<file path="src/hsps_regs.svh">
// What this block does
// - After input rises above undervoltage level, keep switch off for insertion delay.
// - After insertion delay, sample enable; high level lets the switch start conducting.
// - While enable is held low, the pass switch stays off.
// - Input overvoltage turns the output off well inside 1.57 us.
// - In steady state, current above 1.5x fixed trip cuts output within 200 ns.
// - Current above 3x programmed threshold cuts output within 400 ns.
// - Moderate overcurrent trips only after 400 us or 3.2 ms blanking.
// - After start-up, current and input are watched and current kept limited.
// - Short supply transients are filtered; only sustained supply faults trip.
// - Junction over-temperature turns the pass switch off.
// - Switch not fully on within start-up timeout drives fault low, latch or retry.
// - Enable between shutdown and undervoltage levels past timer starts discharge.
// - Enable below shutdown level clears all sequencing state and latched faults; the input filters keep their levels.
// - When overvoltage clears, the switch turns back on through the slew ramp.
`ifndef HSPS_REGS_SVH
`define HSPS_REGS_SVH
`define HSPS_CLK_PERIOD_NS 5
`define HSPS_T_INS_US 13700
`define HSPS_T_OVP_NS 1570
`define HSPS_T_OVF_NS 1000
`define HSPS_T_UVF_NS 1000
`define HSPS_T_FFT_NS 200
`define HSPS_T_SFT_NS 400
`define HSPS_T_BLANK_US 400
`define HSPS_T_BLANK_LONG_US 3200
`define HSPS_T_RETRY_US 105000
`define HSPS_T_EN_DG_US 6
`define HSPS_T_SU_US 215000
`define HSPS_T_DSCHG_US 4660
`define HSPS_T_PGA_US 20
`define HSPS_CNT_W 32
`define HSPS_FILT_W 16
`endif

</file>
<file path="src/hsps_pkg.sv">
`include "hsps_regs.svh"
package hsps_pkg;
  typedef enum logic [2:0] {
    HSPS_OFF = 3'h0,
    HSPS_INS = 3'h1,
    HSPS_WAIT_EN = 3'h2,
    HSPS_RAMP = 3'h3,
    HSPS_ON = 3'h4,
    HSPS_FAULT = 3'h5,
    HSPS_OVLO = 3'h6
  } hsps_state_t;

  typedef logic [`HSPS_CNT_W-1:0] hsps_cnt_t;

  // Rounds up so a timed wait is never short
  function automatic int hsps_ns2cyc(longint ns);
    return int'((ns + `HSPS_CLK_PERIOD_NS - 1) / `HSPS_CLK_PERIOD_NS);
  endfunction
endpackage

</file>
<file path="src/hsps_lvl_if.sv">
`timescale 1ns/100ps
`default_nettype none
interface hsps_lvl_if;
  logic raw;
  logic level;
  modport flt (input raw, output level);
  modport usr (output raw, input level);
endinterface
`default_nettype wire

</file>
<file path="src/hsps_filt.sv">
`timescale 1ns/100ps
`default_nettype none
`include "hsps_regs.svh"
module hsps_filt #(
  parameter int CYC = 1
) (
  // Clock and reset
  input wire logic clk,
  input wire logic rst,
  // Pin in, filtered level out
  hsps_lvl_if.flt lvl
);
  import hsps_pkg::*;
  logic s1_q;
  logic s2_q;
  logic lvl_q;
  logic lvl_d;
  logic [`HSPS_FILT_W-1:0] cnt_q;
  logic [`HSPS_FILT_W-1:0] cnt_d;

  // A level must hold CYC cycles before it is believed
  always_comb
  begin
    lvl_d = lvl_q;
    cnt_d = '0;
    if (s2_q != lvl_q)
    begin
      if (cnt_q == `HSPS_FILT_W'(CYC - 1))
        lvl_d = s2_q;
      else
        cnt_d = cnt_q + `HSPS_FILT_W'(1);
    end
  end

  always_ff @(posedge clk)
  begin
    if (rst)
    begin
      s1_q <= 1'b0;
      s2_q <= 1'b0;
      lvl_q <= 1'b0;
      cnt_q <= '0;
    end
    else
    begin
      s1_q <= lvl.raw;
      s2_q <= s1_q;
      lvl_q <= lvl_d;
      cnt_q <= cnt_d;
    end
  end

  assign lvl.level = lvl_q;
endmodule
`default_nettype wire

</file>
<file path="src/hsps_top.sv">
`timescale 1ns/100ps
`default_nettype none
`include "hsps_regs.svh"
module hsps_top #(
  parameter int INS_CYC = hsps_pkg::hsps_ns2cyc(`HSPS_T_INS_US * 1000),
  parameter int BLANK_CYC = hsps_pkg::hsps_ns2cyc(`HSPS_T_BLANK_US * 1000),
  parameter int BLANK_LONG_CYC =
    hsps_pkg::hsps_ns2cyc(`HSPS_T_BLANK_LONG_US * 1000),
  parameter int RETRY_CYC = hsps_pkg::hsps_ns2cyc(`HSPS_T_RETRY_US * 1000),
  parameter int SU_CYC = hsps_pkg::hsps_ns2cyc(64'(`HSPS_T_SU_US) * 1000),
  parameter int DSCHG_CYC = hsps_pkg::hsps_ns2cyc(`HSPS_T_DSCHG_US * 1000)
) (
  // Clock and reset
  input wire logic sys_clk,
  input wire logic srst,
  // Supply and enable comparators
  input wire logic vin_above_uvp,
  input wire logic vin_above_ovp,
  input wire logic enable_undervoltage_input,
  input wire logic en_above_shutdown,
  // Current, temperature and switch-state comparators
  input wire logic iout_above_fft,
  input wire logic iout_above_sft,
  input wire logic iout_above_ocp,
  input wire logic temp_shutdown,
  input wire logic fet_fully_on,
  // Configuration straps
  input wire logic cfg_auto_retry,
  input wire logic cfg_long_blank,
  // Switch control and indications
  output logic fet_gate_on,
  output logic slew_ramp_control,
  output logic current_limit_active,
  output logic fault_indication_output_n,
  output logic power_good_output,
  output logic quick_output_discharge
);
  import hsps_pkg::*;
  localparam int EN_DG_CYC = hsps_ns2cyc(`HSPS_T_EN_DG_US * 1000);
  localparam int OVF_CYC = hsps_ns2cyc(`HSPS_T_OVF_NS);
  localparam int UVF_CYC = hsps_ns2cyc(`HSPS_T_UVF_NS);
  localparam int PGA_CYC = hsps_ns2cyc(`HSPS_T_PGA_US * 1000);

  hsps_lvl_if en_f ();
  hsps_lvl_if ov_f ();
  hsps_lvl_if uv_f ();
  logic [7:0] s1_q;
  logic [7:0] s2_q;
  logic sd_s;
  logic ffft_s;
  logic sft_s;
  logic ocp_s;
  logic ot_s;
  logic full_s;
  logic auto_s;
  logic longb_s;
  logic rst_core;
  hsps_state_t st_q;
  hsps_state_t st_d;
  hsps_cnt_t tmr_q;
  hsps_cnt_t tmr_d;
  hsps_cnt_t blk_q;
  hsps_cnt_t blk_d;
  hsps_cnt_t qcnt_q;
  hsps_cnt_t qcnt_d;
  logic blank_hit;
  logic between;
  logic fet_q, fet_d;
  logic slew_q, slew_d;
  logic ilim_q, ilim_d;
  logic fault_n_q, fault_n_d;
  logic pg_q, pg_d;
  logic dsch_q, dsch_d;

  function automatic hsps_cnt_t sat_inc(hsps_cnt_t v);
    return (v == '1) ? v : v + `HSPS_CNT_W'(1);
  endfunction

  function automatic logic hit(hsps_cnt_t v, int n);
    return v >= `HSPS_CNT_W'(n - 1);
  endfunction

  assign en_f.raw = enable_undervoltage_input;
  assign ov_f.raw = vin_above_ovp;
  assign uv_f.raw = vin_above_uvp;

  hsps_filt #(.CYC(EN_DG_CYC)) u_en_filt (
    .clk(sys_clk),
    .rst(srst),
    .lvl(en_f.flt)
  );
  hsps_filt #(.CYC(OVF_CYC)) u_ov_filt (
    .clk(sys_clk),
    .rst(srst),
    .lvl(ov_f.flt)
  );
  hsps_filt #(.CYC(UVF_CYC)) u_uv_filt (
    .clk(sys_clk),
    .rst(srst),
    .lvl(uv_f.flt)
  );

  // Fast paths are synchronised only; a filter would eat the trip budget
  always_ff @(posedge sys_clk)
  begin
    if (srst)
    begin
      s1_q <= 8'h00;
      s2_q <= 8'h00;
    end
    else
    begin
      s1_q <= {en_above_shutdown, iout_above_fft, iout_above_sft,
               iout_above_ocp, temp_shutdown, fet_fully_on,
               cfg_auto_retry, cfg_long_blank};
      s2_q <= s1_q;
    end
  end
  assign {sd_s, ffft_s, sft_s, ocp_s, ot_s, full_s, auto_s, longb_s} = s2_q;

  // Deep shutdown wipes all sequencing state and latched faults
  assign rst_core = srst | ~sd_s;

  assign blank_hit = hit(blk_q, longb_s ? BLANK_LONG_CYC : BLANK_CYC);

  always_comb
  begin
    st_d = st_q;
    if (!uv_f.level)
      st_d = HSPS_OFF;
    else
      case (st_q)
        HSPS_OFF: st_d = HSPS_INS;
        HSPS_INS: if (hit(tmr_q, INS_CYC)) st_d = HSPS_WAIT_EN;
        HSPS_WAIT_EN:
          if (en_f.level && !ov_f.level && !ot_s)
            st_d = HSPS_RAMP;
        HSPS_RAMP:
          if (!en_f.level)
            st_d = HSPS_WAIT_EN;
          else if (ov_f.level)
            st_d = HSPS_OVLO;
          else if (ot_s || sft_s || hit(tmr_q, SU_CYC))
            st_d = HSPS_FAULT;
          else if (full_s)
            st_d = HSPS_ON;
        HSPS_ON:
          if (!en_f.level)
            st_d = HSPS_WAIT_EN;
          else if (ov_f.level)
            st_d = HSPS_OVLO;
          else if (ot_s || sft_s || ffft_s || blank_hit)
            st_d = HSPS_FAULT;
        HSPS_OVLO:
          if (!en_f.level)
            st_d = HSPS_WAIT_EN;
          else if (!ov_f.level && !ot_s)
            st_d = HSPS_RAMP;
        HSPS_FAULT:
          if (auto_s && hit(tmr_q, RETRY_CYC))
            st_d = HSPS_WAIT_EN;
        default: st_d = HSPS_OFF;
      endcase
    tmr_d = (st_d != st_q) ? '0 : sat_inc(tmr_q);
  end

  always_ff @(posedge sys_clk)
  begin
    if (rst_core)
    begin
      st_q <= HSPS_OFF;
      tmr_q <= '0;
    end
    else
    begin
      st_q <= st_d;
      tmr_q <= tmr_d;
    end
  end

  // Blanking restarts on every dip so short peaks never trip
  // Discharge counts only in the band between shutdown and undervoltage
  assign between = sd_s & ~en_f.level;
  always_comb
  begin
    blk_d = (st_q == HSPS_ON && ocp_s) ? sat_inc(blk_q) : '0;
    qcnt_d = between ? sat_inc(qcnt_q) : '0;
    dsch_d = between && (dsch_q || hit(qcnt_q, DSCHG_CYC));
  end

  always_ff @(posedge sys_clk)
  begin
    if (rst_core)
    begin
      blk_q <= '0;
      qcnt_q <= '0;
      dsch_q <= 1'b0;
    end
    else
    begin
      blk_q <= blk_d;
      qcnt_q <= qcnt_d;
      dsch_q <= dsch_d;
    end
  end

  always_comb
  begin
    fet_d = (st_d == HSPS_RAMP || st_d == HSPS_ON);
    slew_d = (st_d == HSPS_RAMP);
    ilim_d = fet_d && ocp_s;
    fault_n_d = (st_d != HSPS_FAULT);
    pg_d = (st_q == HSPS_ON && st_d == HSPS_ON &&
            hit(tmr_q, PGA_CYC));
  end

  always_ff @(posedge sys_clk)
  begin
    if (rst_core)
    begin
      fet_q <= 1'b0;
      slew_q <= 1'b0;
      ilim_q <= 1'b0;
      fault_n_q <= 1'b1;
      pg_q <= 1'b0;
    end
    else
    begin
      fet_q <= fet_d;
      slew_q <= slew_d;
      ilim_q <= ilim_d;
      fault_n_q <= fault_n_d;
      pg_q <= pg_d;
    end
  end

  assign fet_gate_on = fet_q;
  assign slew_ramp_control = slew_q;
  assign current_limit_active = ilim_q;
  assign fault_indication_output_n = fault_n_q;
  assign power_good_output = pg_q;
  assign quick_output_discharge = dsch_q;

  logic calm;
  assign calm = uv_f.level && en_f.level && !ov_f.level && !ot_s &&
                !sft_s && !ffft_s;
endmodule
`default_nettype wire

</file>
<file path="config.mk">
export PLATFORM = sky130hd
export DESIGN_NAME = hsps_top
export DESIGN_NICKNAME = d
export VERILOG_FILES = /design/src/hsps_pkg.sv /design/src/hsps_lvl_if.sv /design/src/hsps_filt.sv /design/src/hsps_top.sv
export VERILOG_INCLUDE_DIRS = /design/src
export SDC_FILE = /design/constraint.sdc
export NUM_CORES = 1
export LEC_CHECK = 0
export BUFFER_PORTS_ARGS = -buffer_cell sky130_fd_sc_hd__buf_2
export CAP_MARGIN = 20
export CORE_MARGIN = 5
export CORE_UTILIZATION = 60
export DETAILED_ROUTE_END_ITERATION = 16
export HOLD_SLACK_MARGIN = 0.1
export PLACE_DENSITY = 0.77
export SYNTH_ARGS = -nofsm -noshare
export SYNTH_HDL_FRONTEND = slang
export SYNTH_HIERARCHICAL = 1
export SYNTH_SLANG_ARGS = --single-unit
</file>
<file path="constraint.sdc">
create_clock -name sys_clk -period 4.4 [get_ports sys_clk]
set_input_delay 0.22 -clock sys_clk [delete_from_list [all_inputs] [get_ports sys_clk]]
set_output_delay 0.22 -clock sys_clk [all_outputs]
set_load 0.03 [all_outputs]
</file>
======== After elaboration in Yosys (flattened, before gate mapping) ========
Cells that the tools add are included.
word-level totals
  register bits ........................... 178
  input port bits ......................... 13
  output and inout bits ................... 6
operators by class
  add/subtract/negate cells ............... 7
  $lt $le $gt $ge ......................... 6
  equality and inequality tests ........... 19
  muxes and demuxes ....................... 15
  bitwise logic cells ..................... 9
  reductions and logical operators ........ 27
operators by type and width
  cell                                                                                   count
  32-bit by 1-bit adder with 32-bit output, second input constant                        3
  32-bit == test, second input constant                                                  3
  16-bit by 1-bit adder with 16-bit output, second input constant                        3
  3-bit 2-to-1 mux                                                                       13
  16-bit by 8-bit == test with 1-bit output, second input constant                       2
  32-bit by 12-bit greater-or-equal comparator with 1-bit output, second input constant  1
  32-bit by 20-bit greater-or-equal comparator with 1-bit output, second input constant  1
  32-bit by 22-bit greater-or-equal comparator with 1-bit output, second input constant  1
  32-bit by 25-bit greater-or-equal comparator with 1-bit output, second input constant  1
  32-bit by 26-bit greater-or-equal comparator with 1-bit output, second input constant  1
  32-bit greater-or-equal comparator                                                     1
  3-bit one-hot mux with 7 select lines                                                  1
  20-bit by 1-bit subtractor with 21-bit output, second input constant                   1
  20-bit 2-to-1 mux                                                                      1
  16-bit by 11-bit == test with 1-bit output, second input constant                      1
  3-bit == test, second input constant                                                   4
  3-bit by 2-bit == test with 1-bit output, second input constant                        3
  1-bit logical AND                                                                      9
  3-bit OR reduction                                                                     3
  1-bit inverter                                                                         7
  1-bit logical OR                                                                       6
  2-bit AND reduction                                                                    3
  2-bit OR reduction                                                                     3
  3-bit by 1-bit == test with 1-bit output, second input constant                        1
  other kinds (7)                                                                        10

======== Depth between registers and ports, before layout ========
Gate-level depths: netlist of run 1.
  depth after elaboration ................. 12
  depth in mapped cells ................... 10
  depth with buffers taken out ............ 9

======== Modules after synthesis ========
Netlist of run 1, hierarchy kept.
by module, submodules not included
  module                      instances  cells an instance  area an instance (µm²)
  hsps_top                    1          726                5999.5
  hsps_filt at u_ov_filt ...  2          87                 817.0
  hsps_filt at u_en_filt      1          87                 854.6

======== Worst setup path before layout of run 1 ========
OpenSTA, ideal clock, no wires.
  path type ............................... register to register
  start point ............................. reg qcnt_q[6]
  end point ............................... reg qcnt_q[7]
  data arrival time ....................... 2.544 ns
  data required time ...................... 4.272 ns
  path slack .............................. 1.728 ns
  stages on the path, launching flop included .. 9
  buffers on the path ..................... 1
  cell sequence ........................... dfxtp_1 -> nand4_1 -> or4_4 -> or4_4 -> or4_4 -> buf_6 -> and3_1 -> xnor2_1 -> nor2_1
between the ends
  word-level cells in the longest chain between the ends .. 1
  elaborated cells between the ends (all ways) .. 2
  those cells by class .................... 1 x add/sub; 1 x eq/ne
RTL lines
  what                                                                               line             text
  from (decl)                                                                        hsps_top.sv:64   hsps_cnt_t qcnt_q;
  from (signal assigned)                                                             hsps_top.sv:202  qcnt_q <= qcnt_d;
  32-bit by 1-bit adder with 32-bit output / 32-bit == test (equally long branches)  hsps_top.sv:76   return (v == '1) ? v : v + `HSPS_CNT_W'(1);
Several ways; a longest one is shown, not always the timed one.
A chain may end at the register's enable or synchronous reset.

======== Final worst setup path of run 1 ========
  start point ............................. reg tmr_q[17]
  end point ............................... reg tmr_q[16]
between the ends
  word-level cells in the longest chain between the ends .. 9
  elaborated cells between the ends (all ways) .. 15
  those cells by class .................... 3 x order compare; 2 x eq/ne; 7 x mux; 3 x reduce/logical
RTL lines
  what                                                            line             text
  from (decl)                                                     hsps_top.sv:60   hsps_cnt_t tmr_q;
  from (signal assigned)                                          hsps_top.sv:177  tmr_q <= tmr_d;
  32-bit by 26-bit greater-or-equal comparator with 1-bit output  hsps_top.sv:80   return v >= `HSPS_CNT_W'(n - 1);
  1-bit logical OR                                                hsps_top.sv:143  else if (ot_s || sft_s || hit(tmr_q, SU_CYC))
  3-bit 2-to-1 mux                                                hsps_top.sv:143
  3-bit 2-to-1 mux                                                hsps_top.sv:141  else if (ov_f.level)
  3-bit 2-to-1 mux                                                hsps_top.sv:139  if (!en_f.level)
  3-bit one-hot mux with 7 select lines                           hsps_top.sv:132  case (st_q)
  3-bit 2-to-1 mux                                                hsps_top.sv:129  if (!uv_f.level)
  3-bit inequality test                                           hsps_top.sv:164  tmr_d = (st_d != st_q) ? '0 : sat_inc(tmr_q);
  2-bit OR reduction (no line)                                    --
Several ways; a longest one is shown, not always the timed one.

==> results by group, run 1 <==
Power
  – Cell internal pwr: 2.44 mW
  – Clock Power Share: 0.467
  – Power per cell area: 336 mW/mm²
  – Seq pwr share: 0.518
  – Comb power frac: 0.015
  – Pleak: 3.04 nW
  – Switching portion of total power: 0.223
  – Sw power: between 0.7 and 0.8 mW
  – Max IR drop VDD: 0.273 mV

Timing
  – Max Freq: 306 MHz
  – Final hold slack: 0.213 ns
  – Clock skew: 0.0111 ns
  – Fin. Hold Viols: 0
  – Crit path time final: 3.26 ns
  – RSZ-0062 raised after global routing: false
  – Slew margin rel.: 0.388
  – Fin Setup TNS: 0 ns
  – Final worst path period share: 0.742
  – Max Slew Vio Count: 0
  – Final setup vio count: 0
  – Worst-margin pin slew: about 0.9 ns

Clock network
  – CTS tree: done
  – CTS buffer count: 17
  – Clk sink count: 178
  – Worst-Skew Late Latency: between 0.4 and 0.5 ns
  – Post-CTS Setup Repair Bufs: 0
  – Worst-path clk slew: roughly 0.06 ns
  – Root buffer cell: clkbuf_16
  – Longest Clk Path Bufs: 2
  – H-Tree Depth: 4

Final layout
  – P&R area growth vs syn: 10.3%
  – Area of the multi-input gates: around 0.0047 mm²
  – Share of cells above drive strength 1: 0.0865
  – Final non-filler cell area: 0.00936 mm²
  – FILL cells: 1,135
  – ANT cells: 0
  – Nets: 1,032
  – Sequential cell area: 0.00356 mm²

Synth
  – Post-synth EDFFs: 0
  – Most common library cells after synthesis: dfxtp_1 (178), nor2_1 (171), xnor2_1 (85), nand2_1 (63), nand3_1 (58)
  – Synth area leader: dfxtp_1
  – Most numerous cell in the Yosys netlist: dfxtp_1
  – Largest cells by area after synthesis: dfxtp_1 (42%), xnor2_1 (8.8%), nor2_1 (7.6%)
  – Area share of the largest cell type after synthesis: 0.420
  – Syn avg cell area: roughly 8.6 µm²
  – Synth unique cells: between 60 and 70
  – Synth Flop Type: dfxtp_1
  – Post-synthesis cell area: 0.00849 mm²
  – Yosys Warn Count: 6
  – Post-Syn Instances: 987
  – Post-synthesis net count: 1,015
  – Seq/Total Area, Yosys: 0.420
  – Synthesized flop and latch total: 178
  – Async set or reset register ratio after synthesis: 0

Worst setup path
  – Crit path largest cell delay: 0.59 ns
  – CP max FO: 20
  – Setup Crit Path Kind: flip-flop to flip-flop
  – Crit start category: flip-flop
  – CP max-delay cell: nor4_1
  – Worst endpoint required time: 4.72 ns
  – Worst EP arrival: approximately 3.6 ns
  – Crit path cell chain: nor4_1 > nand3_1 > a211oi_2 > a311oi_1 > or4b_1 > nand4_1 > buf_4 > nor2_1
  – Worst Setup End Kind: flip-flop

Route
  – Vias after detailed routing: ~7k
  – DRT Wirelength: 16,500 µm
  – Detailed Routing Iterations Pass 1: 5
  – Final ANT Viol Nets: 0
  – Post-DR wirelength/cell: 13.8 µm
  – Detailed router's first-iteration violation count: roughly 340
  – # DRC: 0
  – Vias per inst: 5.70

Job
  – MaxCap Viol Count: 0

Floorplan
  – Full die area: 0.0166 mm²
  – Die X: about 130 µm
  – Die H: 129 µm
  – Initial Util: 0.612
  – Rows: 43
  – # IOs: 19
  – Core Area: 0.0139 mm²

Place
  – Port buffer count: 18
  – RePlAce Congestion: 0.910
  – DP Area: 0.00868 mm²
  – HPWL Detailed: approximately 11,000 µm

Global routing
  – GRT Util Overall: 0.209
  – First-pass GRT wire length: 28,600 µm
  – Number of global-route vias before repair: 6,307
  – Congestion Overflow GR: 0
  – Initial antenna violation count: 0
  – Largest net degree at the start of global routing: 34

Status
  – Outcome: complete, no violations

Worst hold path
  – Hold WC Path Type: input port to flip-flop
through the flow:
stage	utilization	setup WS (ns)	instances	power [mW]
after floorplan	-	1.73	987	1.69
after global placement	0.625	1.31	1154	1.70
after detailed placement	0.625	1.23	1154	1.70
after CTS	0.675	1.21	1197	3.18
after global routing	0.675	0.918	1197	3.25
final	0.675	1.14	1197	3.14
cells in the final DEF, fill, tap and decap left out, types with 30 or more instances in the layout:
cell     count
nor2b_1     30
nor4_1      34
xor2_1      42
xnor2_1     85
nand4_1     34
dfxtp_1    178
nand2_1     63
nor2_1     171
nor3_1      42
nand3_1     58
power by group through the flow:
stage / clock network (mW) / registers [mW] / logic [mW]
after global routing: 1.57 / 1.63 / 0.0525
after CTS: 1.51 / 1.63 / 0.0474
after global placement: 0 / 1.66 / 0.0393
after detailed placement: 0 / 1.66 / 0.0398
after floorplan: 0 / 1.66 / 0.0254
final: 1.47 / 1.63 / 0.0470
critical path: cells and delay by family, from the launching register on:
family / cells / cell delay, ns
compound gates: 2 / 0.62
flops: 1 / 0.36
simple gates: 5 / 1.81
buf+inv: 1 / 0.35
area by class of cell:
class	instances	share of cell area
clock inverter	15	0.0159
clock buffer	17	0.0454
inverter	21	0.00842
sequential	178	0.381
multi-input combinational	753	0.501
tap	180	0.0241
timing repair buffer	33	0.0246
cells by family after synthesis:
logic type / count (synthesis) / share of synthesized area
adder cells (fa/ha/maj): 15 / 0.0221
XOR/XNOR: 127 / 0.131
buffers and inverters: 56 / 0.0276
AO/OA/AOI/OAI: 70 / 0.0569
flip-flops: 178 / 0.420
multiplexers: 6 / 0.00708
AND/OR/NAND/NOR: 535 / 0.335
path summary, 6_finish.rpt:
path                     startpoint                         endpoint  slack [ns]  depth (start not counted)
max reg2reg  tmr_q[17]$_SDFFE_PP0P_           tmr_q[16]$_SDFFE_PP0P_        1.14                          8
min                            srst  current_limit_active$_SDFF_PP0_        0.21                          4
min reg2reg      s1_q[7]$_SDFF_PP0_               s2_q[7]$_SDFF_PP0_        0.43                          1
max          tmr_q[17]$_SDFFE_PP0P_           tmr_q[16]$_SDFFE_PP0P_        1.14                          8
registers in the layout, indices dropped and copies added (netlist names), 3 cells and up:
register and count:
tmr_q 32, qcnt_q 32, u_en_filt/cnt_q 16, u_uv_filt/cnt_q 16, s1_q 8, u_ov_filt/cnt_q 16
s2_q 8, blk_q 32, st_q 3
layer usage:
layer,routed length (µm),up-vias,track usage
li1,-,3512,-
met1,7830,3172,0.269
met2,7760,120,0.338
met3,640,24,0.0477
met4,326,0,0.0865
met5,0,-,0
timing repair:
action	in CTS	in global routing
resized for setup	0	0
hold buffers	11	0
endpoints found under the hold margin	11	0
Power figures use the tool's default switching activity.
==> inputs of run 2 (changes only) <==
Settings changed: ABC_AREA set to 1.
Clock period 4.4 ns to 3.35 ns, I/O delays scaled along.
==> run 2 against run 1 <==
  * Total power grew 32%
  * Critical path depth grew 7
  * Combinational power grew 52%
  * Critical path type unchanged
  * Largest cell class unchanged
==> results by group, run 2 <==
Status
  – Outcome: complete, no violations

Route
  – Vias after detailed routing: 9,045
  – Final ANT Viol Nets: 0
  – Detailed Routing Iterations Pass 1: 5
  – DRT Wirelength: roughly 22,000 µm
  – Vias per inst: 5.25
  – # DRC: 0
  – Detailed router's first-iteration violation count: 639
  – Post-DR wirelength/cell: around 13 µm

Floorplan
  – Die X: between 100 and 150 µm
  – Initial Util: 0.607
  – Core Area: 0.0165 mm²
  – # IOs: 19
  – Die H: approximately 140 µm
  – Rows: 47
  – Full die area: 0.0193 mm²

Global routing
  – Largest net degree at the start of global routing: 33
  – GRT Util Overall: 0.231
  – Congestion Overflow GR: 0
  – Initial antenna violation count: 0
  – First-pass GRT wire length: about 38,000 µm
  – Number of global-route vias before repair: 8,263

Clock network
  – Worst-path clk slew: 0.07 ns
  – Post-CTS Hold Buffers: 11
  – Clk sink count: 178
  – CTS tree: done
  – H-Tree Depth: 4
  – CTS buffer count: 17
  – Longest Clk Path Bufs: 2
  – Cts repair resizes: 0
  – Post-CTS Setup Repair Bufs: 0
  – Root buffer cell: clkbuf_16
  – Worst-Skew Late Latency: around 0.43 ns

Timing
  – Clock skew: between 0.01 and 0.015 ns
  – Worst-margin pin slew: 0.587 ns
  – Final worst path period share: 0.771
  – RSZ-0062 raised after global routing: false
  – Fin. Hold Viols: 0
  – Final setup vio count: 0
  – Fin Setup TNS: 0 ns
  – Crit path time final: 2.58 ns
  – Max Freq: 387 MHz
  – Max Slew Vio Count: 0
  – Slew margin rel.: 0.608

Worst setup path
  – Crit path cell chain: ha_1 > nand3_2 > nor2_2 > o21ai_1 > nand2_1 > nand2_1 > nand2_1 > nand2_1 > nor2_1 > nor2_2 > nand2_4 > nand2_2 > nand2_2 > nand3_4 > nor3_1
  – Worst Setup End Kind: flip-flop
  – CP max FO: 32
  – Most numerous cell on the critical path: nand2_1
  – Worst EP arrival: 2.92 ns
  – Setup Crit Path Kind: flip-flop to flip-flop
  – Family with the most delay on the worst path: simple AND/OR/NAND/NOR gates
  – CP max-delay cell: nand3_4
  – Crit path largest cell delay: 0.41 ns
  – Worst endpoint required time: between 3 and 4 ns
  – Buf/Inv on CP: 0
  – Crit start category: flip-flop

Synth
  – Async set or reset register ratio after synthesis: 0
  – Area share of the largest cell type after synthesis: 0.356
  – Syn avg cell area: 6.84 µm²
  – Synth Flop Type: dfxtp_1
  – Post-Syn Instances: 1,462
  – Seq/Total Area, Yosys: 0.356
  – Post-synthesis cell area: 0.0100 mm²
  – Post-synth EDFFs: 0
  – Synth unique cells: 40
  – Most common library cells after synthesis: nand2_1 (299), nor2_1 (249), inv_1 (193), dfxtp_1 (178), xor2_1 (68)
  – Most numerous cell in the Yosys netlist: nand2_1
  – Yosys Warn Count: 6
  – Synthesized flop and latch total: 178
  – Synth area leader: dfxtp_1
  – Post-synthesis net count: approximately 1.5k
  – Largest cells by area after synthesis: dfxtp_1 (36%), nand2_1 (11%), nor2_1 (9.3%)

Worst hold path
  – Hold WC Path Type: input port to flip-flop

Final layout
  – Nets: 1,517
  – Most frequent cells in the layout: nand2_1 (299), nor2_1 (249), inv_1 (193)
  – Top flop regs: blk_q x32, qcnt_q x32, tmr_q x32
  – Share of cells above drive strength 1: 0.110
  – Post-layout util: 0.662
  – Final non-filler cell area: 0.0109 mm²
  – Non-filler cells, final: 1,722
  – Commonest non-fill, non-tap cell in the layout: nand2_1
  – ANT cells: 0
  – P&R area growth vs syn: 9.10%

Power
  – Pleak: 4.25 nW
  – Power per cell area: about 380 mW/mm²
  – Max IR drop VDD: 0.440 mV

Place
  – Cell count after placement: 1,679
  – RePlAce Congestion: 0.975
  – HPWL Detailed: 16,500 µm
  – DP Area: 0.0102 mm²
  – Port buffer count: 18

Job
  – MaxCap Viol Count: 0
[run 2: cell types whose count changed after synthesis, sizes merged, moves of 13 or more]
cell	delta
a21oi	+32
and3	-32
and4	-13
clkbuf	-17
inv	+189
nand2	+252
nor2	+105
nor2b	-30
nor3	+47
o21ai	+41
xnor2	-62
xor2	+26
[run 2: worst register-to-register path: stages (launching register included)]
cell	delay [ns]
dfxtp_1	0.40
ha_1	0.28
nand3_2	0.13
nor2_2	0.16
o21ai_1	0.08
nand2_1	0.06
nand2_1	0.05
nand2_1	0.09
nand2_1	0.06
nor2_1	0.11
nor2_2	0.07
nand2_4	0.08
nand2_2	0.07
nand2_2	0.09
nand3_4	0.41
nor3_1	0.37
[run 2: metal layers]
metal / part of all wire / up-vias / track usage
met1: 0.48 / 4098 / 0.321
met3: 0.048 / 36 / 0.0403
met2: 0.46 / 212 / 0.376
li1: - / 4699 / -
met5: 0 / - / 0
met4: 0.014 / 0 / 0.0572
[run 2: layout make-up]
type | count | area, µm²
Clock buffer | 20 | 457
Clock inverter | 12 | 119
Fill cell | 1450 | 5560
Inverter | 210 | 788
Multi-Input combinational cell | 1048 | 5470
Sequential cell | 178 | 3560
Tap cell | 220 | 275
Timing Repair Buffer | 34 | 238
[run 2: worst paths after layout]
check                                                from                        end  slack, ns  cells past startpoint
worst max-delay path                tmr_q[0]$_SDFFE_PP0P_     tmr_q[31]$_SDFFE_PP0P_       0.77                     15
worst min-delay path                                 srst         s1_q[7]$_SDFF_PP0_       0.21                      2
worst max register to register      tmr_q[0]$_SDFFE_PP0P_     tmr_q[31]$_SDFFE_PP0P_       0.77                     15
worst min register to register  u_uv_filt/s1_q$_SDFF_PP0_  u_uv_filt/s2_q$_SDFF_PP0_       0.40                      2
[run 2: cell families after synthesis]
group | count (synthesis) | share of synthesized area
compound gates | 113 | 0.0588
xor+xnor | 91 | 0.0797
fa+ha+maj | 15 | 0.0188
buf+inv | 236 | 0.0972
flops | 178 | 0.356
simple gates | 829 | 0.389
[run 2: where the power goes]
| group | leakage (nW) | total (mW) | switching (mW) | internal, mW |
|---|---|---|---|---|
| clock network | 0.280 | 1.95 | 0.875 | 1.08 |
| logic | 2.53 | 0.0714 | 0.0431 | 0.0283 |
| registers | 1.44 | 2.14 | 0.00654 | 2.13 |
| total | 4.25 | 4.16 | 0.925 | 3.24 |
[run 2: through the flow]
step	power [mW]	hold WS, ns	setup slack [ns]
after floorplan	2.23	0.239	1.29
after global placement	2.24	0.367	0.916
after detailed placement	2.25	0.379	0.785
after CTS	4.20	0.207	0.763
after global routing	4.31	0.251	0.502
final	4.16	0.212	0.766
==> inputs of run 3 (changes only) <==
Clock period 3.35 ns to 2.6 ns, I/O delays scaled along.
==> run 3 against run 2 <==
  * Combinational power up 35%
  * Utilization up 0.83 points
  * Critical path depth up 5
  * Final cell count up 0.35%
  * Sequential cell count unchanged
  * Global-route usage up 0.53 points
==> results by group, run 3 (synthesized netlist as in run 2, its figures left out) <==
Place
  – DP Area: 0.0103 mm²
  – HPWL Detailed: 16,900 µm
  – Port buffer count: 18
  – RePlAce Congestion: just over 0.9

Final layout
  – Area of the multi-input gates: between 0.005 and 0.006 mm²
  – Final non-filler cell area: 0.0110 mm²
  – Most frequent cells in the layout: nand2_1 (299), nor2_1 (249), inv_1 (192)
  – Top flop regs: blk_q x32, qcnt_q x32, tmr_q x32
  – Post-layout util: 0.671
  – FILL cells: 1,472
  – P&R area growth vs syn: 10.5%
  – Sequential cell area: 0.00356 mm²
  – Share of cells above drive strength 1: 0.114
  – Commonest non-fill, non-tap cell in the layout: nand2_1
  – ANT cells: 0
  – Nets: 1,524

Timing
  – Worst-margin pin slew: 0.483 ns
  – Max Freq: 433 MHz
  – Fin. Hold Viols: 0
  – Clock skew: 0.0119 ns
  – Crit path time final: about 2.3 ns
  – Fin Setup TNS: 0 ns
  – RSZ-0062 raised after global routing: false
  – Max Slew Vio Count: 0
  – Slew margin rel.: 0.675
  – Final setup vio count: 0
  – Final worst path period share: 0.889

Global routing
  – Congestion Overflow GR: 0
  – First-pass GRT wire length: 38,700 µm
  – Number of global-route vias before repair: 8,382
  – Largest net degree at the start of global routing: 33
  – Initial antenna violation count: 0
  – GRT Util Overall: 0.236

Floorplan
  – Full die area: 0.0193 mm²
  – Rows: 47
  – Core Area: ~0.016 mm²
  – Die X: roughly 140 µm
  – # IOs: 19
  – Initial Util: 0.607
  – Die H: approximately 140 µm

Power
  – Max IR drop VDD: 0.472 mV
  – Pleak: between 4 and 5 nW
  – Power per cell area: 499 mW/mm²

Clock network
  – Longest Clk Path Bufs: 2
  – Root buffer cell: clkbuf_16
  – Worst-path clk slew: approximately 0.07 ns
  – H-Tree Depth: 4
  – Worst-Skew Late Latency: 0.43 ns
  – CTS buffer count: 17
  – Clk sink count: 178
  – Post-CTS Setup Repair Bufs: 0
  – CTS tree: done

Route
  – DRT Wirelength: about 23,000 µm
  – Detailed router's first-iteration violation count: approximately 700
  – # DRC: 0
  – Post-DR wirelength/cell: 13.2 µm
  – Vias per inst: roughly 5.3
  – Vias after detailed routing: 9,118
  – Final ANT Viol Nets: 0
  – Detailed Routing Iterations Pass 1: 5

Worst setup path
  – CP max FO: 13
  – Crit start category: flip-flop
  – Worst endpoint required time: 2.92 ns
  – Worst Setup End Kind: flip-flop
  – Worst EP arrival: 2.63 ns
  – Setup Crit Path Kind: flip-flop to flip-flop

Status
  – Outcome: complete, no violations

Worst hold path
  – Hold WC Path Type: flip-flop to flip-flop

Job
  – MaxCap Viol Count: 0
run 3: cell types whose count changed in the layout (fill, tap and decap cells not counted), sizes merged:
cell / before / now
clkbuf: 20 / 18
dlygate4sd3: 11 / 12
buf: 23 / 29
bufinv: 1 / 3
clkinv: 3 / 5
inv: 216 / 213
run 3: final cells by class:
cell class / instances / share of cell area
well taps: 220 / 0.0249
clock inverters: 13 / 0.0162
clock buffers: 18 / 0.0389
repair buffers: 41 / 0.0299
multi-input cells: 1048 / 0.496
flip-flops and latches: 178 / 0.323
inverters: 210 / 0.0714
run 3: final timing paths:
check | depth (start not counted) | endpoint | startpoint | slack [ns]
worst max-delay path | 20 | tmr_q[0]$_SDFFE_PP0P_ | s2_q[0]$_SDFF_PP0_ | 0.29
worst min-delay path | 2 | s2_q[3]$_SDFF_PP0_ | s1_q[3]$_SDFF_PP0_ | 0.41
worst max register to register | 20 | tmr_q[0]$_SDFFE_PP0P_ | s2_q[0]$_SDFF_PP0_ | 0.29
worst min register to register | 2 | s2_q[3]$_SDFF_PP0_ | s1_q[3]$_SDFF_PP0_ | 0.41
run 3: through the flow:
stage	total power [mW]	setup WS [ns]	std cells	hold WS (ns)
4_1_cts	5.56	0.184	1728	0.408
6_report	5.51	0.288	1728	0.406
3_5_place_dp	2.90	0.191	1685	0.342
3_3_place_gp	2.89	0.248	1685	0.341
5_1_grt	5.68	0.00452	1728	0.423
2_1_floorplan	2.87	0.536	1462	0.201
run 3: per-layer routing:
layer	track usage	up-vias	wire length, µm
li1	-	4721	-
met3	0.0359	38	1180
met4	0.0757	0	399
met2	0.384	247	10700
met5	0	-	0
met1	0.325	4112	10500
run 3: repair_timing:
action | CTS | global route
hold endpoints to repair | 13 | 0
resized for setup | 0 | 3
endpoints found under the setup margin | 0 | 25
hold buffers | 12 | 0
run 3: where the power goes:
| group | total, mW | internal [mW] | leakage, nW | switching (mW) |
|---|---|---|---|---|
| registers | 2.75 | 2.74 | 1.44 | 0.00871 |
| clock network | 2.66 | 1.53 | 0.290 | 1.14 |
| logic | 0.0965 | 0.0401 | 2.58 | 0.0564 |
run 3: critical path: stages, from the launching register on:
cell and delay [ns]:
dfxtp_1 0.39, inv_2 0.10, ha_1 0.30, nand2_1 0.06, nor2_1 0.13, inv_1 0.05, nor2_1 0.08, nand2_1 0.06
nand3_1 0.06, nand2_1 0.05, nand2_1 0.05, nand2_1 0.05, nand2_1 0.08, nand2_1 0.06, nand2_2 0.10, nand2_2 0.07
nand2_1 0.08, nand2_2 0.09, nand2_8 0.13, buf_12 0.17, nor3_1 0.05
